**config.mk**
```make
export PLATFORM = sky130hd
export DESIGN_NAME = mlsg_top
export DESIGN_NICKNAME = d
export VERILOG_FILES = /design/src/include/mlsg_pkg.sv /design/src/rtl/mlsg_stall_elem.sv /design/src/rtl/mlsg_top.sv
export SDC_FILE = /design/constraint.sdc
export NUM_CORES = 1
export LEC_CHECK = 0
export ABC_AREA = 1
export ABC_CLOCK_PERIOD_IN_PS = 12200
export BUFFER_PORTS_ARGS = -buffer_cell sky130_fd_sc_hd__clkbuf_2
export CORE_MARGIN = 2
export CORE_UTILIZATION = 35
export DETAILED_ROUTE_END_ITERATION = 12
export PLACE_DENSITY = 0.59
export SETUP_SLACK_MARGIN = 0.4
export SYNTH_ARGS = -nofsm -noshare
export SYNTH_HDL_FRONTEND = slang
export SYNTH_SLANG_ARGS = --single-unit
export TNS_END_PERCENT = 10
```
**constraint.sdc**
```tcl
create_clock -name ref_clk -period 12.2 [get_ports ref_clk]
set_clock_uncertainty 0.05 [all_clocks]
set_input_delay 1.22 -clock ref_clk [delete_from_list [all_inputs] [get_ports ref_clk]]
set_output_delay 1.22 -clock ref_clk [all_outputs]
set_load 0.05 [all_outputs]
```
**src/include/mlsg_pkg.sv**
```systemverilog
// Package for the motor load-shed and stall guard: widths, timing and config carriers.
// Assumes one 100 MHz clock; current samples arrive already on that clock.
package mlsg_pkg;

   // ==========================================================
   // Widths
   localparam int CUR_W = 16;   // Motor current sample, unsigned
   localparam int DLY_W = 16;   // Delay settings, in ticks
   localparam int TICK_W = 20;  // Tick prescaler counter
   localparam int PROD_W = 24;  // Scaled current for the hysteresis compare
   localparam int N_STALL = 2;  // Independent stall-load elements

   // ==========================================================
   // Timing: delays are counted in 1 ms ticks
   localparam int CLK_PERIOD_NS = 10;
   localparam int TICK_NS = 1000000;
   localparam int TICK_CYC = TICK_NS / CLK_PERIOD_NS;

   // ==========================================================
   // Dropout hysteresis: element stays picked while cur*100 > pickup*98
   localparam logic [PROD_W-1:0] HYST_DEN = 24'h000064;  // 100
   localparam logic [PROD_W-1:0] HYST_NUM = 24'h000062;  // 98

   // ==========================================================
   // Reset values
   localparam logic [DLY_W-1:0] DLY_ZERO = 16'h0000;
   localparam logic [TICK_W-1:0] TICK_ZERO = 20'h00000;
   localparam logic [DLY_W-1:0] DLY_ONE = 16'h0001;
   localparam logic [TICK_W-1:0] TICK_ONE = 20'h00001;

   // ==========================================================
   // Load-relief settings
   typedef struct packed {
      logic enable;               // Function switched on
      logic open_contact;         // 1: contact opens to shed, 0: closes
      logic [CUR_W-1:0] pickup;   // Shed above this current
      logic [CUR_W-1:0] rel_lvl;  // Release below this current
      logic [DLY_W-1:0] pu_dly;   // Pickup delay, ticks
      logic [DLY_W-1:0] rl_dly;   // Release delay, ticks
   } mlsg_relief_cfg_t;

   // Stall-load element settings
   typedef struct packed {
      logic trip_en;              // Mode active: trip allowed
      logic trip_block;           // Trip command blocked: alarm only
      logic [CUR_W-1:0] pickup;   // Alarm above this current
      logic [DLY_W-1:0] trip_dly; // Trip delay after alarm, ticks
   } mlsg_stall_cfg_t;

   // Stall-load element indications
   typedef struct packed {
      logic alarm;
      logic trip;
   } mlsg_stall_out_t;

endpackage : mlsg_pkg

```
**src/rtl/mlsg_stall_elem.sv**
```systemverilog
// One stall-load element: hysteresis pickup, run delay, trip delay.
// Assumes tick is a one-cycle pulse on ref_clk and armed is already registered.
module mlsg_stall_elem
(
   // Clock and control
   input wire logic ref_clk,
   input wire logic rst_b,
   input wire logic clk_en,
   input wire logic tick,
   input wire logic armed,
   // Measurement and settings
   input wire logic [mlsg_pkg::CUR_W-1:0] cur,
   input wire logic [mlsg_pkg::DLY_W-1:0] run_dly,
   input wire mlsg_pkg::mlsg_stall_cfg_t cfg,
   // Indications
   output mlsg_pkg::mlsg_stall_out_t ind
);

   // ==========================================================
   // Comparators
   logic above_pk;
   logic held;
   logic [mlsg_pkg::PROD_W-1:0] cur_x;
   logic [mlsg_pkg::PROD_W-1:0] pk_x;
   logic picked_q;
   logic picked_d;
   logic [mlsg_pkg::DLY_W-1:0] run_cnt_q;
   logic [mlsg_pkg::DLY_W-1:0] trip_cnt_q;
   logic alarm_q;
   logic trip_q;

   // Scaled compare avoids a divider for the 98 percent dropout level
   assign cur_x = mlsg_pkg::PROD_W'(cur) * mlsg_pkg::HYST_DEN;
   assign pk_x = mlsg_pkg::PROD_W'(cfg.pickup) * mlsg_pkg::HYST_NUM;
   assign above_pk = cur > cfg.pickup;
   assign held = cur_x > pk_x;

   // Pickup with hysteresis; disarmed elements stay dropped out
   always_comb
   begin
      if (!armed)
         picked_d = 1'b0;
      else if (picked_q)
         picked_d = held;
      else
         picked_d = above_pk;
   end

   always_ff @(posedge ref_clk)
   begin
      if (!rst_b)
         picked_q <= 1'b0;
      else if (clk_en)
         picked_q <= picked_d;
   end

   // ==========================================================
   // Run delay filters short transients; ordered compares let a lowered setting act at once
   always_ff @(posedge ref_clk)
   begin
      if (!rst_b)
         run_cnt_q <= mlsg_pkg::DLY_ZERO;
      else if (clk_en)
      begin
         if (!picked_q)
            run_cnt_q <= mlsg_pkg::DLY_ZERO;
         else if (tick && run_cnt_q < run_dly)
            run_cnt_q <= run_cnt_q + mlsg_pkg::DLY_ONE;
      end
   end

   // Alarm drops with the pickup, no latching here
   always_ff @(posedge ref_clk)
   begin
      if (!rst_b)
         alarm_q <= 1'b0;
      else if (clk_en)
         alarm_q <= picked_d && picked_q && run_cnt_q >= run_dly;
   end

   // ==========================================================
   // Trip delay runs only while alarmed, restarts on dropout
   always_ff @(posedge ref_clk)
   begin
      if (!rst_b)
         trip_cnt_q <= mlsg_pkg::DLY_ZERO;
      else if (clk_en)
      begin
         if (!alarm_q)
            trip_cnt_q <= mlsg_pkg::DLY_ZERO;
         else if (tick && trip_cnt_q < cfg.trip_dly)
            trip_cnt_q <= trip_cnt_q + mlsg_pkg::DLY_ONE;
      end
   end

   // Blocked trip leaves the element as a pure alarm
   always_ff @(posedge ref_clk)
   begin
      if (!rst_b)
         trip_q <= 1'b0;
      else if (clk_en)
         trip_q <= alarm_q && picked_d && trip_cnt_q >= cfg.trip_dly
                   && cfg.trip_en && !cfg.trip_block;
   end

   assign ind.alarm = alarm_q;
   assign ind.trip = trip_q;
endmodule : mlsg_stall_elem

```
**src/rtl/mlsg_top.sv**
```systemverilog
// Motor load-relief contact and two stall-load supervision elements.
// Assumes current samples, motor running state and settings are on ref_clk already.
// Notes on behaviour
// - When enabled, drive the load-relief contact, closing or opening as configured.
// - Shed only after current stays above pickup longer than the pickup delay.
// - After current falls below release, wait the release delay before releasing.
// - Load relief works only while the motor is running, idle otherwise.
// - Two independent stall elements, each with own pickup, delay and mode.
// - Stall alarm rises once current exceeds that element's pickup.
// - Stall trip only with mode active and trip delay fully elapsed above pickup.
// - A blocked trip leaves the element working as a plain alarm.
// - Start delay suppresses stall alarm and trip after a motor start.
// - Run delay keeps short running transients from raising alarms or trips.
// - A picked element drops out at or below 98 percent of pickup, or when the motor stops.
module mlsg_top
#(
   parameter int TICK_CYCLES = mlsg_pkg::TICK_CYC
)
(
   // Clock and reset
   input wire logic ref_clk,
   input wire logic rst_b,
   input wire logic clk_en,
   // Measurement and motor state
   input wire logic [mlsg_pkg::CUR_W-1:0] cur,
   input wire logic motor_running,
   // Load-relief settings
   input wire mlsg_pkg::mlsg_relief_cfg_t load_relief_function,
   // Stall-load settings
   input wire logic [mlsg_pkg::DLY_W-1:0] start_dly,
   input wire logic [mlsg_pkg::DLY_W-1:0] run_dly,
   input wire mlsg_pkg::mlsg_stall_cfg_t stall_cfg [mlsg_pkg::N_STALL],
   // Outputs
   output logic relief_contact_q,
   output mlsg_pkg::mlsg_stall_out_t stall_ind [mlsg_pkg::N_STALL]
);

   // ==========================================================
   // Tick prescaler
   logic [mlsg_pkg::TICK_W-1:0] tick_cnt_q;
   logic tick_q;

   // Delays count in ticks so 16-bit settings cover over a minute
   always_ff @(posedge ref_clk)
   begin
      if (!rst_b)
      begin
         tick_cnt_q <= mlsg_pkg::TICK_ZERO;
         tick_q <= 1'b0;
      end
      else if (clk_en)
      begin
         tick_q <= tick_cnt_q == mlsg_pkg::TICK_W'(TICK_CYCLES - 1);
         if (tick_cnt_q == mlsg_pkg::TICK_W'(TICK_CYCLES - 1))
            tick_cnt_q <= mlsg_pkg::TICK_ZERO;
         else
            tick_cnt_q <= tick_cnt_q + mlsg_pkg::TICK_ONE;
      end
   end

   // ==========================================================
   // Start delay arms the stall elements after a start
   logic run_seen_q;
   logic armed_q;
   logic [mlsg_pkg::DLY_W-1:0] st_cnt_q;

   always_ff @(posedge ref_clk)
   begin
      if (!rst_b)
      begin
         run_seen_q <= 1'b0;
         armed_q <= 1'b0;
         st_cnt_q <= mlsg_pkg::DLY_ZERO;
      end
      else if (clk_en)
      begin
         run_seen_q <= motor_running;
         if (!motor_running || !run_seen_q)
         begin
            armed_q <= 1'b0;
            st_cnt_q <= mlsg_pkg::DLY_ZERO;
         end
         else if (st_cnt_q >= start_dly)
            armed_q <= 1'b1;
         else if (tick_q)
            st_cnt_q <= st_cnt_q + mlsg_pkg::DLY_ONE;
      end
   end

   // ==========================================================
   // Stall elements, one instance each
   genvar gi;
   generate
      for (gi = 0; gi < mlsg_pkg::N_STALL; gi++)
      begin : g_stall
         mlsg_stall_elem u_elem
         (
            .ref_clk(ref_clk),
            .rst_b(rst_b),
            .clk_en(clk_en),
            .tick(tick_q),
            .armed(armed_q),
            .cur(cur),
            .run_dly(run_dly),
            .cfg(stall_cfg[gi]),
            .ind(stall_ind[gi])
         );
      end
   endgenerate

   // ==========================================================
   // Load relief
   logic active;
   logic above;
   logic below;
   logic shed_q;
   logic shed_d;
   logic [mlsg_pkg::DLY_W-1:0] pu_cnt_q;
   logic [mlsg_pkg::DLY_W-1:0] rl_cnt_q;

   assign active = load_relief_function.enable && motor_running;
   assign above = cur > load_relief_function.pickup;
   assign below = cur < load_relief_function.rel_lvl;

   // Shed state; both delays are whole ticks of qualified current
   always_comb
   begin
      shed_d = shed_q;
      if (!active)
         shed_d = 1'b0;
      else if (tick_q && !shed_q && above && pu_cnt_q >= load_relief_function.pu_dly)
         shed_d = 1'b1;
      else if (tick_q && shed_q && below && rl_cnt_q >= load_relief_function.rl_dly)
         shed_d = 1'b0;
   end

   always_ff @(posedge ref_clk)
   begin
      if (!rst_b)
         shed_q <= 1'b0;
      else if (clk_en)
         shed_q <= shed_d;
   end

   // Pickup timer restarts whenever current dips
   always_ff @(posedge ref_clk)
   begin
      if (!rst_b)
         pu_cnt_q <= mlsg_pkg::DLY_ZERO;
      else if (clk_en)
      begin
         if (!active || !above || shed_q)
            pu_cnt_q <= mlsg_pkg::DLY_ZERO;
         else if (tick_q && pu_cnt_q < load_relief_function.pu_dly)
            pu_cnt_q <= pu_cnt_q + mlsg_pkg::DLY_ONE;
      end
   end

   // Release timer restarts if current climbs back
   always_ff @(posedge ref_clk)
   begin
      if (!rst_b)
         rl_cnt_q <= mlsg_pkg::DLY_ZERO;
      else if (clk_en)
      begin
         if (!active || !below || !shed_q)
            rl_cnt_q <= mlsg_pkg::DLY_ZERO;
         else if (tick_q && rl_cnt_q < load_relief_function.rl_dly)
            rl_cnt_q <= rl_cnt_q + mlsg_pkg::DLY_ONE;
      end
   end

   // Contact sense: open-to-shed contact idles closed, hence the inversion
   always_ff @(posedge ref_clk)
   begin
      if (!rst_b)
         relief_contact_q <= 1'b0;
      else if (clk_en)
         relief_contact_q <= shed_d ^ load_relief_function.open_contact;
   end
endmodule : mlsg_top

```
==> metrics.md, run 1 <==
| Metric | Value |
|---|---|
| Hold crit path type | reg2reg |
| WP data arrival | 5580 ps |
| Min cycle time layout | 5330 ps |
| Maximum root-to-sink buffer count | 2 |
| FILL cells | 5,143 |
| CP endpoint kind | flop |
| Clock power frac | 27.9% |
| Crit-path max cell delay | 460 ps |
| Antenna Nets Post-Route | 0 |
| Final period utilization | 43.7% |
| Port bufs | 190 |
| Share of cells above drive strength 1 | 9.81% |
| Clk sinks | 143 |
| CTS Buf Count | 17 |
| GRT Util Overall | 19.6% |
| Core area | 0.0488 mm2 |
| Detailed Place HPWL | 41,400 um |
| CP Data Required Time | 12,440 ps |
| Post-synth EDFFs | 0 |
| Row count | 81 |
| Synth Cell Area | 0.0173 mm2 |
| CP startpoint | cur[2] |
| Top FF cell, synth | dfxtp_1 |
| Final number of setup-violating endpoints | 0 |
| Die footprint | 0.0513 mm2 |
| Fin. max-slew vios | 0 |
| P_sw | 0.795 mW |
| Syn_nets | 3,079 |
| Post-CTS Resized | 0 |
| N_diodes | 0 |
| Outcome | finished, final reports clean |
| Worst setup margin | 6870 ps |
| Cell Area, Placed | 0.0189 mm2 |
| Global-route wire length before repair | 80,000 um |
| Yosys warning count | 0 |
| Number of max-cap violations | 0 |
| Hold path start | st_cnt_q[12]$_SDFFE_PN0P_ |
| Cells after Synth | 2,479 |
| Post-synthesis sequential area ratio | 16.5% |
| Async S/R FF share, synth | 0% |
| Int Pwr | 1.13 mW |
| Max Clk Rate | 187 MHz |
| Top cell by count, worst path | nand2_1 |
| RSZ-0062 raised after global routing | no |
| Synth cell types | 50 |
| TNS Setup | 0 ps |
| Worst skew pair latency | 450 ps |
| Clock transition at the registers of the reported paths | 70 ps |
| Post-place setup slack | 6440 ps |
| Relative slew margins | 42.0% |
| Area grow syn2layout | 12.8% |
| Drt drc | 0 |
| Via count | 16.6k |
| CTS tree | yes |
| Yosys reg bits | 143 |
| Final Cell Area | 0.0195 mm2 |
| Hold slack | 424 ps |
| Routability Congestion | 0.903 |
| Reg power frac | 24.3% |
| Die width | 226 um |
| Vias in the first global route | 15.8k |
| # hold bufs at CTS | 0 |
| Die H | 226 um |
| First DRT Iteration DRCs | 957 |
| Total Routed Length | 49,700 um |
| Pwr dens | 98.7 mW/mm2 |
| Critical path launch point type | primary input |
| Slowest cell on the critical path | fa_1 |
| Max IR drop VDD | 0.101 mV |
| Initial core utilization | 35.4% |
| Vias/cell | 4.99 |
| Sw Ratio | 41.2% |
| Crit-path max FO | 8 |
| H-tree Lvls | 4 |
| Worst-margin pin slew | 871 ps |
| Post-CTS repair timing setup buffer count | 0 |
| Total global routing overflow | 0 |
| Final hold violations | 0 |
| Syn avg cell area | 6.98 um2 |
| Logic pwr share | 47.8% |
| Root Buffer | clkbuf_16 |
| Layout Nets | 3,258 |
| Total chip power | 1.93 mW |
| Top-Level Pins | 191 |
| R2r startpoint | g_stall[0].u_elem.trip_cnt_q[9]$_SDFFE_PN0P_ |
| Pin count of the biggest net entering global routing | 74 |
| Antenna violations before repair | 0 |
| First-pass iteration count of the detailed router | 6 |
| Static Leak | 9.50 nW |
| Kind of critical path | in2reg |
| WL/cell | 14.9 um |
[power by group through the flow]
stage          clock network (mW)  registers [mW]  logic, mW
6_report                    0.537           0.469      0.922
5_1_grt                     0.571           0.469       1.07
4_1_cts                     0.552           0.469      0.921
3_5_place_dp                    0           0.479      0.912
3_3_place_gp                    0           0.479      0.891
2_1_floorplan                   0           0.480      0.658
[cell type report]
type,instances,area (um2),share of cell area [%]
inverter,420,1580,8.11
timing repair buffer,193,973,4.98
sequential,143,2860,14.7
tap,664,831,4.25
clock inverter,11,131,0.673
clock buffer,20,457,2.34
multi-input combinational,1883,12700,65.0
[cell usage after synthesis, types with 4 or more instances]
library cell | instances | area, um2
a31oi_1 | 5 | 31.3
a21oi_1 | 276 | 1380
and2_1 | 4 | 25.0
nand2_2 | 7 | 43.8
o21ai_0 | 43 | 215
o21a_1 | 9 | 67.6
nor3b_1 | 7 | 52.6
o31ai_1 | 6 | 45.0
o221ai_1 | 5 | 43.8
nand4_1 | 65 | 407
nand3_1 | 139 | 696
buf_2 | 10 | 50.1
xnor2_1 | 26 | 228
inv_1 | 407 | 1530
nand2_1 | 474 | 1780
o21bai_1 | 12 | 90.1
dfxtp_1 | 143 | 2860
nand3b_1 | 10 | 75.1
buf_4 | 5 | 37.5
ha_1 | 381 | 4770
or2_2 | 4 | 25.0
a211oi_1 | 8 | 60.1
inv_2 | 10 | 37.5
nor4_1 | 16 | 100
fa_1 | 33 | 661
o211ai_1 | 7 | 52.6
and3_1 | 4 | 25.0
nor3_1 | 70 | 350
o21ai_1 | 8 | 40.0
clkbuf_1 | 12 | 45.0
nor2_1 | 180 | 676
xor2_1 | 65 | 569
[per-stage QoR]
stage                     util (%)  cells
after floorplan                  -   2479
after global placement        38.8   3303
after detailed placement      38.8   3303
after CTS                     40.0   3334
after global routing          40.0   3334
final                         40.0   3334
[final timing paths]
path                                                        to  slack, ps  depth (start not counted)
setup / recovery        g_stall[1].u_elem.alarm_q$_SDFFE_PN0P_       6870                         29
hold / removal                       st_cnt_q[12]$_SDFFE_PN0P_        420                          2
setup reg to reg  g_stall[0].u_elem.trip_cnt_q[6]$_SDFFE_PN0P_       9380                         13
hold reg to reg                      st_cnt_q[12]$_SDFFE_PN0P_        420                          2
[layout by cell type (no fill, tap or decap), types with 4 or more instances in the layout]
cell,Yosys,routed
dfxtp_1,143,143
nand3b_1,10,10
o21bai_1,12,12
o21a_1,9,9
o21ai_0,43,43
and3_1,4,4
clkbuf_2,0,190
o21ai_1,8,8
inv_2,10,10
nand3_1,139,139
clkbuf_16,0,17
xnor2_1,26,26
inv_1,407,407
nand2_2,7,7
xor2_1,65,65
inv_6,1,5
nand2_1,474,474
nor3b_1,7,7
a31oi_1,5,5
o221ai_1,5,5
a21oi_1,276,276
or2_2,4,4
nor3_1,70,70
nor2_1,180,180
nor4_1,16,16
nand4_1,65,65
a211oi_1,8,8
and2_1,4,4
o211ai_1,7,7
o31ai_1,6,6
fa_1,33,33
ha_1,381,381
[worst max-delay path, delay by kind of cell]
kind	cells	cell delay [ps]
buf+inv	2	250
compound gates	6	780
fa+ha+maj	5	1770
simple gates	16	1550
[state kept, by name, indices dropped and copies added, names as in the netlist, 2 cells and up]
signal,count
g_stall.u_elem.trip_q,2
tick_cnt_q,20
g_stall.u_elem.run_cnt_q,32
g_stall.u_elem.picked_q,2
pu_cnt_q,16
st_cnt_q,16
g_stall.u_elem.trip_cnt_q,32
g_stall.u_elem.alarm_q,2
rl_cnt_q,16
[cell families after synthesis]
kind of cell / count (synthesis) / synth area share (%)
AND/OR/NAND/NOR: 994 / 25.4
buffers and inverters: 453 / 10.2
XOR/XNOR: 91 / 4.60
AO/OA/AOI/OAI: 384 / 12.0
adder cells (fa/ha/maj): 414 / 31.4
flip-flops: 143 / 16.5
[metal layers]
metal | global-route usage (%) | wire, um
met5 | 0 | 0
met4 | 3.97 | 581
met3 | 2.16 | 1910
met2 | 32.5 | 22500
met1 | 27.3 | 24800
(Power assumes the default switching activity.)
==> run 2, diff against run 1 <==
- ABC_CLOCK_PERIOD_IN_PS: 12200 -> 5000
- clock period: 12.2 -> 5 ns (I/O delays scaled with it)
==> run 2 against run 1 <==
  * Register-to-register slack worse by 7200 ps
  * Utilization up 1.1 points
  * Setup slack worse by 6300 ps
  * Via count up 0.34%
  * Total power rose to 2.5 times the previous value
  * Global-route usage up 0.22 points
  * Routed wire length up 2.5%
  * Design area up 2.6%
  * Sequential share of layout area down 0.38 points
  * Hold slack worse by 24 ps
  * Critical path depth down 4
  * Sequential power up 140%
  * Largest cell class unchanged
==> metrics.md, run 2 (synthesis gave the netlist of run 1 again) <==
| Metric | Value |
|---|---|
| Worst skew pair latency | 430 ps (-20 ps) |
| Crit-path max cell delay | 470 ps (about the same) |
| Critical path launch point type | primary input |
| Max Clk Rate | 227 MHz |
| Port bufs | 190 (unchanged) |
| CTS Buf Count | 17 (unchanged) |
| Root Buffer | clkbuf_16 |
| Layout Nets | 3,279 (+0.64%) |
| Clock transition at the registers of the reported paths | 70 ps (about the same) |
| Final Cell Area | 0.0200 mm2 (+2.6%) |
| Top-Level Pins | 191 (unchanged) |
| TNS Setup | 0 ps (unchanged) |
| # hold bufs at CTS | 0 (unchanged) |
| CP Buf/Inv Count | 3 (+1) |
| Drt drc | 0 (unchanged) |
| Final core utilization | 41.0% (+1.1 points) |
| First DRT Iteration DRCs | 930 (-2.8%) |
| Fin. max-slew vios | 0 (unchanged) |
| First-pass iteration count of the detailed router | 7 (+1) |
| Crit-path leading delay family | adder cells |
| Crit-path max FO | 3 (-5) |
| Kind of critical path | in2reg |
| Routability Congestion | 0.902 (-0.13%) |
| Outcome | finished, final reports clean |
| Hold slack | 401 ps (-23.5 ps) |
| Final number of setup-violating endpoints | 0 (unchanged) |
| H-tree Lvls | 4 (unchanged) |
| Pin count of the biggest net entering global routing | 61 (-18%) |
| Static Leak | 9.64 nW (+1.4%) |
| Cell Area, Placed | 0.0191 mm2 (+0.59%) |
| Global-route wire length before repair | 80,600 um (+0.67%) |
| Clk sinks | 143 (unchanged) |
| Number of max-cap violations | 0 (unchanged) |
| Pwr dens | 244 mW/mm2 (+150%) |
| Detailed Place HPWL | 42,600 um (+2.8%) |
| Commonest non-fill, non-tap cell in the layout | nand2_1 |
| Largest registers | g_stall.u_elem.run_cnt_q (32), g_stall.u_elem.trip_cnt_q (32), tick_cnt_q (20) |
| WP data arrival | 4630 ps (-950 ps) |
| WL/cell | 15.2 um (+1.8%) |
| CP Data Required Time | 5220 ps (-7220 ps) |
| Hold crit path type | in2reg |
| Row count | 81 (unchanged) |
| Core area | 0.0488 mm2 (unchanged) |
| Antenna violations before repair | 2 (+2) |
| Die width | 226 um (unchanged) |
| CTS tree | yes |
| Total global routing overflow | 0 (unchanged) |
| Total Routed Length | 50,900 um (+2.5%) |
| Maximum root-to-sink buffer count | 2 (unchanged) |
| Antenna Nets Post-Route | 0 (unchanged) |
| Post-place setup slack | 40.7 ps (-6390 ps) |
| Vias in the first global route | 15.9k (+0.57%) |
| Min cycle time layout | 4410 ps |
| Commonest non-fill, non-tap cells in the layout | nand2_1 (466), inv_1 (407), ha_1 (361), a21oi_1 (270), clkbuf_2 (186) |
| Die H | 226 um (unchanged) |
| CP endpoint kind | flop |
| Worst setup margin | 587 ps (-6280 ps) |
| RSZ-0062 raised after global routing | yes |
| Via count | 16.7k (+0.34%) |
| Die footprint | 0.0513 mm2 (unchanged) |
| Area grow syn2layout | 15.8% |
| Relative slew margins | 51.2% (+9.3 points) |
| Slowest cell on the critical path | fa_1 |
| Final period utilization | 88.3% |
| Vias/cell | 4.98 (-0.35%) |
| Share of cells above drive strength 1 | 12.6% (+2.7 points) |
| GRT Util Overall | 19.8% (+0.22 points) |
| Max IR drop VDD | 0.257 mV (+150%) |
| Final hold violations | 0 (unchanged) |
| Flop2flop setup slack | 2170 ps (-7210 ps) |
| Worst-margin pin slew | 732 ps (-139 ps) |
| Initial core utilization | 35.4% (unchanged) |
[run 2: cell count changes in the layout (fill, tap and decap cells not counted), sizes merged]
cell and change:
buf +25, clkbuf -7, inv +5, clkinv +2, clkinvlp -2, bufinv -1
diode +1
[run 2: per-layer routing]
metal / wire (um) / global-route usage, %
met5: 0 / 0
met4: 1040 / 5.14
met3: 2000 / 2.19
met2: 23100 / 32.9
met1: 24800 / 27.2
[run 2: worst paths after layout]
| kind | startpoint | to | cells past startpoint |
|---|---|---|---|
| worst min register to register | g_stall[0].u_elem.trip_q$_SDFFE_PN0P_ | g_stall[0].u_elem.trip_q$_SDFFE_PN0P_ | 2 |
| worst max-delay path | stall_cfg[51] | g_stall[0].u_elem.alarm_q$_SDFFE_PN0P_ | 25 |
| worst max register to register | g_stall[0].u_elem.trip_cnt_q[9]$_SDFFE_PN0P_ | g_stall[0].u_elem.trip_cnt_q[6]$_SDFFE_PN0P_ | 13 |
| worst min-delay path | motor_running | run_seen_q$_SDFFE_PN0P_ | 3 |
[run 2: what timing repair did]
| item | CTS | global route |
|---|---|---|
| setup endpoints to repair | 0 | 6 |
| hold endpoints to repair | 0 | 0 |
| setup buffers | 0 | 6 |
| resized for setup | 0 | 64 |
[run 2: worst min-delay path, stage by stage]
cell and delay [ps]:
clkbuf_2 160, nor2_1 130, nor2_1 50
[run 2: final cells by class]
cell class	count	area [um2]
Clock buffer	17	425
Clock inverter	15	168
Inverter	420	1580
Fill cell	5128	28800
Sequential cell	143	2860
Tap cell	664	831
Antenna cell	1	2.50
Multi-Input combinational cell	1883	13000
Timing Repair Buffer	214	1130
[run 2: through the flow]
step	power, mW	instances
after detailed placement	3.40	3318
after global placement	3.36	3318
after floorplan	2.78	2479
final	4.89	3357
after CTS	4.74	3350
after global routing	5.32	3356
[run 2: power breakdown]
part,switching [mW],internal [mW]
clock network,0.593,0.713
logic,1.45,0.985
registers,0.00220,1.14
==> run 3, diff against run 2 <==
- CTS_BUF_LIST: default -> sky130_fd_sc_hd__clkbuf_8
==> run 3 against run 2 <==
  * Clock power is 26% lower
  * Register-to-register slack hardly changed
  * Critical path depth stayed put
  * Sequential power hardly changed
  * Maximum frequency is 0.51% higher
  * Sequential cell count stayed put
  * Setup slack better by 22 ps
  * Non-clock buffer count is 2 lower
  * Hold slack worse by 30 ps
  * Clock-buffer cell count stayed put
  * Critical path type unchanged
  * Largest power group unchanged
==> metrics.md, run 3 (synthesis gave the netlist of run 1 again) <==
| Metric | Value |
|---|---|
| Antenna violations before repair | 2 (unchanged) |
| Final hold violations | 0 (unchanged) |
| Area grow syn2layout | 14.0% |
| Die width | 226 um (unchanged) |
| Total global routing overflow | 0 (unchanged) |
| Final period utilization | 87.8% (-0.45 points) |
| Clk sinks | 143 (unchanged) |
| Static Leak | 9.54 nW (-0.99%) |
| Global-route wire length before repair | 80,400 um (-0.16%) |
| Hold crit path type | in2reg |
| Via count | 16.7k (+0.096%) |
| First DRT Iteration DRCs | 1,007 (+8.3%) |
| Vias in the first global route | 15.9k (unchanged) |
| CP Data Required Time | 5260 ps (+40 ps) |
| Relative slew margins | 51.7% (+0.50 points) |
| CTS Buf Count | 17 (unchanged) |
| Vias/cell | 4.98 (+0.16%) |
| Maximum root-to-sink buffer count | 2 (unchanged) |
| Hold Crit Depth | 5 (+2) |
| CTS tree | yes |
| Worst skew pair latency | 470 ps (+40 ps) |
| Die footprint | 0.0513 mm2 (unchanged) |
| Core area | 0.0488 mm2 (unchanged) |
| Pin count of the biggest net entering global routing | 61 (unchanged) |
| Share of cells above drive strength 1 | 12.0% (-0.55 points) |
| # hold bufs at CTS | 0 (unchanged) |
| Die H | 226 um (unchanged) |
| Number of max-cap violations | 0 (unchanged) |
| RSZ-0062 raised after global routing | yes |
| Row count | 81 (unchanged) |
| Total Routed Length | 50,800 um (-0.29%) |
| Reg2Reg Depth | 12 (-1) |
| Worst-margin pin slew | 724 ps (-7.57 ps) |
| WP data arrival | 4650 ps (+20 ps) |
| Cell Area, Placed | 0.0191 mm2 (unchanged) |
| GRT Util Overall | 19.8% (-0.032 points) |
| Crit-path max FO | 3 (unchanged) |
| Largest registers | g_stall.u_elem.run_cnt_q (32), g_stall.u_elem.trip_cnt_q (32), tick_cnt_q (20) |
| Clock transition at the registers of the reported paths | 100 ps (+30 ps) |
| CP endpoint kind | flop |
| Hold Crit Endpoint | relief_contact_q$_SDFFE_PN0P_ |
| Reg2reg end | g_stall[0].u_elem.trip_cnt_q[6]$_SDFFE_PN0P_ |
| Final number of setup-violating endpoints | 0 (unchanged) |
| Root Buffer | clkbuf_8 |
| Final Cell Area | 0.0197 mm2 (-1.6%) |
| H-tree Lvls | 4 (unchanged) |
| FILL cells | 5,160 (+0.62%) |
| Commonest non-fill, non-tap cell in the layout | nand2_1 |
| Layout Nets | 3,277 (-0.061%) |
| Flop2flop setup slack | 2180 ps (about the same) |
| Initial core utilization | 35.4% (unchanged) |
| Commonest non-fill, non-tap cells in the layout | nand2_1 (467), inv_1 (407), ha_1 (371), a21oi_1 (270), clkbuf_2 (187) |
| First-pass iteration count of the detailed router | 5 (-2) |
| Kind of critical path | in2reg |
| Port bufs | 190 (unchanged) |
| Top-Level Pins | 191 (unchanged) |
| R2r startpoint | g_stall[0].u_elem.trip_cnt_q[13]$_SDFFE_PN0P_ |
| Detailed Place HPWL | 42,600 um (unchanged) |
| Final core utilization | 40.4% (-0.64 points) |
| TNS Setup | 0 ps (unchanged) |
| WL/cell | 15.1 um (-0.23%) |
| Fin. max-slew vios | 0 (unchanged) |
| Pwr dens | 228 mW/mm2 (-6.4%) |
| Critical path launch point type | primary input |
| Drt drc | 0 (unchanged) |
| Hold path start | load_relief_function[64] |
| Max Clk Rate | 228 MHz (+0.51%) |
| Outcome | finished, final reports clean |
| Antenna Nets Post-Route | 0 (unchanged) |
| Max IR drop VDD | 0.158 mV (-39%) |
| Routability Congestion | 0.902 (unchanged) |
| Min cycle time layout | 4390 ps (-22.4 ps) |
run 3: changes by cell type in the layout (fill, tap and decap cells not counted), moves of 2 or more:
cell / change
buf_4: -2
clkbuf_16: -17
clkbuf_8: +17
ha_1: +10
ha_2: -4
ha_4: -6
run 3: worst max-delay path by stage:
stage / slack (ps) / from / cells past startpoint / end
after detailed placement: 40 / cur[2] / 29 / g_stall[1].u_elem.alarm_q$_SDFFE_PN0P_
final: 610 / stall_cfg[51] / 25 / g_stall[0].u_elem.trip_q$_SDFFE_PN0P_
after floorplan: 590 / stall_cfg[17] / 23 / g_stall[1].u_elem.alarm_q$_SDFFE_PN0P_
after global placement: 190 / stall_cfg[17] / 24 / g_stall[1].u_elem.alarm_q$_SDFFE_PN0P_
after global routing: 390 / stall_cfg[51] / 28 / g_stall[0].u_elem.alarm_q$_SDFFE_PN0P_
after CTS: 520 / stall_cfg[17] / 24 / g_stall[1].u_elem.alarm_q$_SDFFE_PN0P_
run 3: area by class of cell:
type | instances | area, um2 | area share [%]
Antenna cell | 1 | 2.50 | 0.0127
Multi-Input combinational cell | 1883 | 12900 | 65.5
Sequential cell | 143 | 2860 | 14.5
Timing Repair Buffer | 212 | 1120 | 5.66
Clock inverter | 15 | 168 | 0.850
Clock buffer | 17 | 234 | 1.19
Tap cell | 664 | 831 | 4.21
Inverter | 420 | 1580 | 8.03
run 3: power breakdown:
group          internal [mW]  switching [mW]  total, mW
combinational          0.953            1.44       2.40
clock                  0.421           0.543      0.963
sequential              1.14         0.00222       1.14
total                   2.51            1.99       4.50
run 3: what timing repair did:
| item | 4_1_cts | 5_1_grt |
|---|---|---|
| resized for setup | 0 | 49 |
| endpoints found under the setup margin | 0 | 6 |
| endpoints found under the hold margin | 0 | 0 |
| setup buffers | 0 | 4 |
run 3: worst max-delay path, stage by stage:
cell and delay (ps):
clkbuf_2 110, ha_1 310, fa_1 470, ha_1 290, ha_1 210, inv_1 70
fa_1 390, nand3b_1 170, and2_1 200, o221ai_2 190, nand2_1 70, nand2_1 70
a21oi_1 90, o21ai_1 160, xor2_1 90, ha_1 280, nand4_1 70, inv_1 80
nand2_1 50, nor4_1 270, nand4_1 150, nand2_2 130, nand2_2 80, nand3_1 100
a21oi_1 60
run 3: layer usage:
| metal | vias up | global-route usage, % | wire length, um |
|---|---|---|---|
| met5 | - | 0 | 0 |
| met4 | 0 | 5.22 | 975 |
| met3 | 43 | 2.27 | 1960 |
| met2 | 331 | 32.8 | 23100 |
| met1 | 7661 | 27.1 | 24800 |
| li1 | 8685 | - | - |
run 3: stage by stage:
stage,power [mW],hold WS [ps],instances,worst slack (ps)
finish,4.50,370,3355,610
global route,4.93,346,3354,387
CTS,4.40,328,3350,522
detailed placement,3.40,410,3318,40.7
global placement,3.36,409,3318,186
floorplan,2.78,387,2479,592
